### config.mk
export PLATFORM = sky130hd
export DESIGN_NAME = wdse_watchdog
export DESIGN_NICKNAME = d
export VERILOG_FILES = /design/src/rtl/wdse_pkg.sv /design/src/rtl/wdse_watchdog.sv
export SDC_FILE = /design/constraint.sdc
export NUM_CORES = 1
export LEC_CHECK = 0
export ABC_CLOCK_PERIOD_IN_PS = 5710
export BUFFER_PORTS_ARGS = -buffer_cell sky130_fd_sc_hd__buf_2
export CAP_MARGIN = 5
export CORE_ASPECT_RATIO = 1.75
export CORE_MARGIN = 10
export CORE_UTILIZATION = 29
export CTS_CLUSTER_SIZE = 30
export DETAILED_ROUTE_END_ITERATION = 8
export GPL_TIMING_DRIVEN = 0
export HOLD_SLACK_MARGIN = 0.03
export PLACE_DENSITY = 0.52
export SKIP_LAST_GASP = 1
export SYNTH_ARGS = -nofsm -noshare
export SYNTH_HDL_FRONTEND = slang
export SYNTH_SLANG_ARGS = --single-unit
### constraint.sdc
create_clock -name core_clk -period 5.71 [get_ports core_clk]
set_input_delay 0.571 -clock core_clk [delete_from_list [all_inputs] [get_ports core_clk]]
set_output_delay 0.571 -clock core_clk [all_outputs]
set_load 0.01 [all_outputs]
### src/rtl/wdse_pkg.sv
`default_nettype none
package wdse_pkg;
	// core clock and watchdog source oscillator
	localparam int unsigned CLK_HZ   = 100_000_000;
	localparam int unsigned LOW_POWER_RC_OSC_HZ  = 32_000;
	localparam int unsigned LOW_POWER_RC_OSC_DIV = CLK_HZ / LOW_POWER_RC_OSC_HZ;
	localparam logic [11:0] LOW_POWER_RC_OSC_LAST = 12'(LOW_POWER_RC_OSC_DIV - 1);

	localparam int unsigned ADDR_W = 4;
	localparam int unsigned DATA_W = 16;
	localparam logic [ADDR_W-1:0] OFS_RESET_CTRL = 4'h0;
	localparam logic [ADDR_W-1:0] OFS_CONFIG     = 4'h4;
	localparam logic [ADDR_W-1:0] OFS_INT_STAT   = 4'h8;
	localparam logic [ADDR_W-1:0] OFS_INT_MASK   = 4'hc;

	// reset_control_reg fields
	localparam int unsigned RC_IDLE  = 2;
	localparam int unsigned RC_SLEEP = 3;
	localparam int unsigned RC_WD_TIMEOUT_FLAG  = 4;
	localparam int unsigned RC_SWEN  = 5;

	// wd_config_word fields
	localparam int unsigned CF_POST_LSB = 0;
	localparam int unsigned CF_PRE      = 4;
	localparam int unsigned CF_WINDOW_DISABLE   = 7;
	localparam int unsigned CF_WIN_LSB  = 8;
	localparam int unsigned CF_EN_LSB   = 12;
	localparam logic [DATA_W-1:0] CONFIG_RST = 16'h209f;

	localparam logic [1:0] EN_ALWAYS = 2'h3;
	localparam logic [1:0] EN_SOFT   = 2'h2;
	localparam logic [6:0] PRE32_LAST  = 7'h1f;
	localparam logic [6:0] PRE128_LAST = 7'h7f;

	// interrupt status / mask layout
	localparam int unsigned IRQ_W       = 3;
	localparam int unsigned IRQ_TIMEOUT = 0;
	localparam int unsigned IRQ_WAKE    = 1;
	localparam int unsigned IRQ_EARLY   = 2;

	typedef enum logic [2:0] {
		MODE_RUN   = 3'h1,
		MODE_IDLE  = 3'h2,
		MODE_SLEEP = 3'h4
	} wdse_mode_type;

	typedef struct packed {
		logic [ADDR_W-1:0] addr;
		logic [DATA_W-1:0] wdata;
		logic              wr;
		logic              rd;
	} wdse_bus_req_type;

	typedef struct packed {
		logic clear_wd_instr;
		logic power_save_instr;
		logic power_save_sleep;
		logic wake_event;
		logic clk_switch_done;
		logic dev_reset;
	} wdse_core_evt_type;
endpackage
`default_nettype wire

### src/rtl/wdse_watchdog.sv
`default_nettype none
module wdse_watchdog (
	input  wire logic                      core_clk,
	input  wire logic                      sys_rst,
	input  wire wdse_pkg::wdse_bus_req_type bus_req,
	output var  logic [wdse_pkg::DATA_W-1:0] bus_rdata,
	input  wire wdse_pkg::wdse_core_evt_type core_evt,
	output var  logic                      wd_reset_req,
	output var  logic                      wd_wake,
	output var  logic                      osc_enable,
	output var  logic                      low_power,
	output var  logic                      irq
);
	import wdse_pkg::*;

	typedef struct packed {
		wdse_mode_type     mode;
		logic [11:0]       div;
		logic [6:0]        pre;
		logic [14:0]       post;
		logic [DATA_W-1:0] cfg;
		logic              swen;
		logic              wd_timeout_flag;
		logic              slp;
		logic              idl;
		logic [IRQ_W-1:0]  stat;
		logic [IRQ_W-1:0]  mask;
		logic [DATA_W-1:0] rdata;
		logic              irq;
		logic              rst_req;
		logic              wake;
		logic              osc_en;
		logic              low;
	} wdse_state_type;

	wdse_state_type s_q;
	wdse_state_type s_d;

	////////////////////////////////////////////////////////////////////////////////
	// window opens at a quarter step of the period; sel 3 leaves it always open

	function automatic logic [14:0] wdse_win_start(input logic [1:0]  sel,
	                                               input logic [14:0] last);
		logic [15:0] quarter;
		quarter = (16'(last) + 16'h1) >> 2;
		case (sel)
			2'h0:    wdse_win_start = 15'(quarter * 16'h3);
			2'h1:    wdse_win_start = 15'(quarter * 16'h2);
			2'h2:    wdse_win_start = quarter[14:0];
			default: wdse_win_start = 15'h0;
		endcase
	endfunction

	function automatic logic wdse_addr_is(input logic [ADDR_W-1:0] a,
	                                      input logic [ADDR_W-1:0] ofs);
		wdse_addr_is = (a == ofs);
	endfunction

	////////////////////////////////////////////////////////////////////////////////
	// derived terms

	logic [1:0]  en_cfg;
	logic        en;
	logic        run;
	logic        low_power_rc_osc_tick;
	logic [6:0]  pre_last;
	logic        pre_tick;
	logic [14:0] period_last;
	logic        win_open;
	logic        timeout;
	logic        early;
	logic        restart;
	logic        wr_rc;
	logic        wr_stat;
	logic [IRQ_W-1:0] evt_bits;

	assign en_cfg = s_q.cfg[CF_EN_LSB +: 2];
	// any code other than the two enable codes leaves the watchdog off
	assign en = (en_cfg == EN_ALWAYS) || ((en_cfg == EN_SOFT) && s_q.swen);
	assign run = (s_q.mode == MODE_RUN);
	// the oscillator is modelled as a tick every LOW_POWER_RC_OSC_DIV core cycles
	assign low_power_rc_osc_tick = en && (s_q.div == LOW_POWER_RC_OSC_LAST);
	assign pre_last = s_q.cfg[CF_PRE] ? PRE128_LAST : PRE32_LAST;
	assign pre_tick = low_power_rc_osc_tick && (s_q.pre == pre_last);
	assign period_last = 15'((16'h1 << s_q.cfg[CF_POST_LSB +: 4]) - 16'h1);
	assign win_open = (s_q.post >= wdse_win_start(s_q.cfg[CF_WIN_LSB +: 2], period_last));
	assign timeout = pre_tick && (s_q.post == period_last);
	// a clear before the window opens is treated like a time-out
	assign early = en && run && core_evt.clear_wd_instr && !s_q.cfg[CF_WINDOW_DISABLE]
	               && !win_open;
	assign restart = core_evt.dev_reset || core_evt.clk_switch_done || timeout || early || !en
	                 || (run && (core_evt.clear_wd_instr || core_evt.power_save_instr))
	                 || (!run && core_evt.wake_event);
	assign wr_rc = bus_req.wr && wdse_addr_is(bus_req.addr, OFS_RESET_CTRL);
	assign wr_stat = bus_req.wr && wdse_addr_is(bus_req.addr, OFS_INT_STAT);
	assign evt_bits = {early, timeout && !run, timeout};

	////////////////////////////////////////////////////////////////////////////////
	// next state

	always_comb begin
		s_d = s_q;

		// counting carries on in every mode while enabled
		if (restart) begin
			s_d.div = 12'h0;
			s_d.pre = 7'h0;
			s_d.post = 15'h0;
		end else if (en) begin
			s_d.div = low_power_rc_osc_tick ? 12'h0 : s_q.div + 12'h1;
			if (low_power_rc_osc_tick) begin
				s_d.pre = pre_tick ? 7'h0 : s_q.pre + 7'h1;
			end
			if (pre_tick) begin
				s_d.post = s_q.post + 15'h1;
			end
		end

		unique case (s_q.mode)
			MODE_RUN: begin
				if (core_evt.power_save_instr) begin
					s_d.mode = core_evt.power_save_sleep ? MODE_SLEEP : MODE_IDLE;
				end
			end
			MODE_IDLE, MODE_SLEEP: begin
				if (timeout || core_evt.wake_event) begin
					s_d.mode = MODE_RUN;
				end
			end
		endcase
		if (core_evt.dev_reset) begin
			s_d.mode = MODE_RUN;
		end

		s_d.rst_req = (timeout && run) || early;
		s_d.wake = timeout && !run;
		s_d.osc_en = en;
		s_d.low = (s_d.mode != MODE_RUN);

		// register writes; hardware sets win over software clears
		if (wr_rc) begin
			s_d.swen = bus_req.wdata[RC_SWEN];
			s_d.wd_timeout_flag = s_q.wd_timeout_flag && bus_req.wdata[RC_WD_TIMEOUT_FLAG];
			s_d.slp = s_q.slp && bus_req.wdata[RC_SLEEP];
			s_d.idl = s_q.idl && bus_req.wdata[RC_IDLE];
		end
		if (bus_req.wr && wdse_addr_is(bus_req.addr, OFS_CONFIG)) begin
			s_d.cfg = bus_req.wdata;
		end
		if (bus_req.wr && wdse_addr_is(bus_req.addr, OFS_INT_MASK)) begin
			s_d.mask = bus_req.wdata[IRQ_W-1:0];
		end
		if (wr_stat) begin
			s_d.stat = s_q.stat & ~bus_req.wdata[IRQ_W-1:0];
		end
		s_d.stat = s_d.stat | evt_bits;
		if (timeout || early) begin
			s_d.wd_timeout_flag = 1'b1;
		end
		// sleep and idle flags are only ever set here
		if (run && core_evt.power_save_instr) begin
			s_d.slp = s_d.slp || core_evt.power_save_sleep;
			s_d.idl = s_d.idl || !core_evt.power_save_sleep;
		end
		// a watchdog reset is a device reset too
		if (core_evt.dev_reset || s_d.rst_req) begin
			s_d.swen = 1'b0;
		end
		s_d.irq = |(s_d.stat & s_d.mask);

		s_d.rdata = '0;
		if (bus_req.rd) begin
			case (bus_req.addr)
				OFS_RESET_CTRL: begin
					s_d.rdata[RC_SWEN] = s_q.swen;
					s_d.rdata[RC_WD_TIMEOUT_FLAG] = s_q.wd_timeout_flag;
					s_d.rdata[RC_SLEEP] = s_q.slp;
					s_d.rdata[RC_IDLE] = s_q.idl;
				end
				OFS_CONFIG:   s_d.rdata = s_q.cfg;
				OFS_INT_STAT: s_d.rdata[IRQ_W-1:0] = s_q.stat;
				OFS_INT_MASK: s_d.rdata[IRQ_W-1:0] = s_q.mask;
				default:      s_d.rdata = '0;
			endcase
		end
	end

	always_ff @(posedge core_clk or posedge sys_rst) begin
		if (sys_rst) begin
			s_q <= '{mode: MODE_RUN, cfg: CONFIG_RST, default: '0};
		end else begin
			s_q <= s_d;
		end
	end

	assign bus_rdata = s_q.rdata;
	assign wd_reset_req = s_q.rst_req;
	assign wd_wake = s_q.wake;
	assign osc_enable = s_q.osc_en;
	assign low_power = s_q.low;
	assign irq = s_q.irq;
endmodule
`default_nettype wire

==> impl_metrics.yaml <==
run_status:
  status: "completed"
cts:
  cts-root-buf: "clkbuf_16"
  cts_buffers: 9
  clkTransAtPathRegs_ps: 60
  ctsHoldBuffers: 0
  clkSinkCount: 84
  clock_latency_ps: 340
  clock_path_buffers: 2
  cts_tree: "done"
  htreeDepth: 3
synthesis:
  syn-num-nets: 720
  synth_top_family_by_area: "simple AND/OR/NAND/NOR gates"
  ys_ff_latch: 84
  synth_top_area_share_pct: 32.4
  synth.most_common_cell: "dfrtp_1"
  synth_fa_ha_area_share_pct: 7.58
  synthSimpleGateAreaFrac_pct: 22.2
  synth_compound_area_share_pct: 14.4
  avgSynthCellArea_um2: 8.97
  synthXorXnorAreaFrac_pct: 7.16
  synth_edf_count: 0
  ys_top_cells_by_area: "dfrtp_1 32%, ha_1 7.2%, nor2_1 4.5%, mux2_2 4.2%, xnor2_1 3.9%"
  synth_area_leader_cell: "dfrtp_1"
  netlist_area_um2: 5880
  synthMuxAreaShare_pct: 6.81
  synth-async-reset-ratio_pct: 100
  ys_dominant_reg_cell: "dfrtp_1"
  synth_top_cells_by_count: "76 x dfrtp_1, 70 x nor2_1, 53 x nand2_1"
  ys_warn_count: 0
  synth-seq-area-share_pct: 35.9
  yosysUniqueCellTypes: 69
  syn_inst: 655
critical_path:
  arrival_ps: 5740
  r2r_slack_ps: 190
  critical_path_class: "reg -> reg"
  cp.required_ps: 5930
  max_stage_delay_ps: 560
  critPathMaxFanout: 6
  crit_slowest_cell: "dfstp_2"
  crit_path_start_kind: "register"
  ff2ff_path_depth: 29
  critPathCaptureType: "register"
final_layout:
  drive_gt1_share_pct: 27.4
  area_delta_synth_final_pct: 24.3
  fill_cells: 2038
  nets: 800
  diodes: 0
  postLayoutCellArea_um2: 7300
  utilization_pct: 36.8
floorplanning:
  num_rows: 68
  die-area_um2: 26600
  start_util_pct: 29.6
  ios: 51
  die_h_um: 208
  die_x_um: 128
  core-area_um2: 19800
power:
  p_leak_nw: 3.20
  peakVddDrop_mv: 0.159
  finalPower_mw: 2.57
  power_density_nw_per_um2: 353
drt:
  postRouteAntennaNets: 0
  wl_um: 16800
  drt_iter0_drc: 223
  detail_route.wl_per_cell_um: 17.1
  drc: 0
  first_pass_iters: 5
  vias: 4979
  via_per_inst: 5.05
global_routing:
  grt_usage_pct: 12.4
  antenna_found_initial: 0
  grt_overflow: 0
  grt_pass1_wl_um: 26500
  grt_pass1_vias: 5127
  grt_start_max_net_pins: 61
timing:
  rsz0062_at_grt: "yes"
  worst_pin_slew_ps: 927
  setup_violations: 0
  tns_ps: 0
  slew_viol_final: 0
  fmax_mhz: 181
  period_share_pct: 96.7
  finalCriticalPeriod_ps: 5520
  finalClockSkew_ps: 7.60
  relSlewSlack_pct: 37.5
  hold_violations: 0
  fin_hold_ws_ps: 203
placed_design:
  portBuffers: 48
  place_hpwl_um: 12700
  globalplace.congestion: 0.892
  dpl-instance-area_um2: 6450
job:
  max-cap-violations: 0
min_path:
  hp-class: "in -> async"
[layout make-up]
class,instances,area (um2),area share [%]
buffer,42,294,4.03
clock buffer,12,246,3.38
clock inverter,4,72.6,0.994
inverter,19,77.6,1.06
multi-input combinational,506,3710,50.8
sequential,84,2110,28.9
tap,245,307,4.20
timing repair buffer,73,480,6.58
[through the flow]
| step | worst slack [ps] | instances |
|---|---|---|
| final | 190 | 985 |
| after floorplan | 52.4 | 655 |
| after CTS | 59.2 | 972 |
| after detailed placement | -1310 | 949 |
| after global placement | -1400 | 948 |
| after global routing | -88.9 | 985 |
[layout by cell type (no fill, tap or decap), types with 19 or more instances in the layout]
master,count
xnor2_1,25
clkbuf_1,19
ha_1,28
mux2_2,21
o21ai_0,29
nand2_1,48
buf_2,48
a21oi_1,35
xor2_1,22
buf_4,35
nor2_1,67
dfrtp_1,76
[logic make-up (layout without fill, tap and decap cells)]
family / Yosys count / count (layout)
fa+ha+maj: 35 / 35
buf+inv: 66 / 150
flops: 84 / 84
compound gates: 134 / 134
xor+xnor: 48 / 48
simple gates: 252 / 253
mux: 36 / 36
[power breakdown]
part | internal, mW | leakage (nW) | switching [mW]
Sequential | 0.655 | 1.10 | 0.0311
Combinational | 0.551 | 1.95 | 0.711
Clock | 0.395 | 0.153 | 0.231
Total | 1.60 | 3.20 | 0.974
[worst paths after layout]
check | endpoint | startpoint
max | s_q[50]$_DFFE_PP0P_ | s_q[31]$_DFFE_PP1P_
min | bus_rdata[11]$_DFF_PP0_ | sys_rst
max reg2reg | s_q[50]$_DFFE_PP0P_ | s_q[31]$_DFFE_PP1P_
min reg2reg | bus_rdata[14]$_DFF_PP0_ | s_q[45]$_DFFE_PP0P_
max in group asynchronous | s_q[31]$_DFFE_PP1P_ | sys_rst
min in group core_clk | s_q[30]$_DFFE_PP0P_ | core_evt[0]
[what timing repair did]
action | 4_1_cts | 5_1_grt
setup endpoints to repair | 23 | 23
resized for setup | 46 | 37
buffers inserted | 12 | 10
pin swaps | 9 | 28
cloned | 0 | 2
[critical path, delay by kind of cell, from the launching register on]
family                     cells  cell delay, ps
AOI/OAI and AO/OA             14            2330
and+or+nand+nor                9            1200
adders and majority gates      3             730
DFF                            1             560
buffers and inverters          2             300
muxes                          1             270
[per-layer routing]
metal	global-route usage, %	share of wire [%]
met4	8.01	5.9
met2	23.4	56
met3	1.32	1.9
met5	0	0
met1	12.1	36
[sequential cells by signal, indices dropped and copies added, names as in the netlist]
name / flops
s_q: 61
bus_rdata: 16
en_cfg: 2
irq: 1
low_power: 1
osc_enable: 1
wd_reset_req: 1
wd_wake: 1
Power figures use the tool's default switching activity.
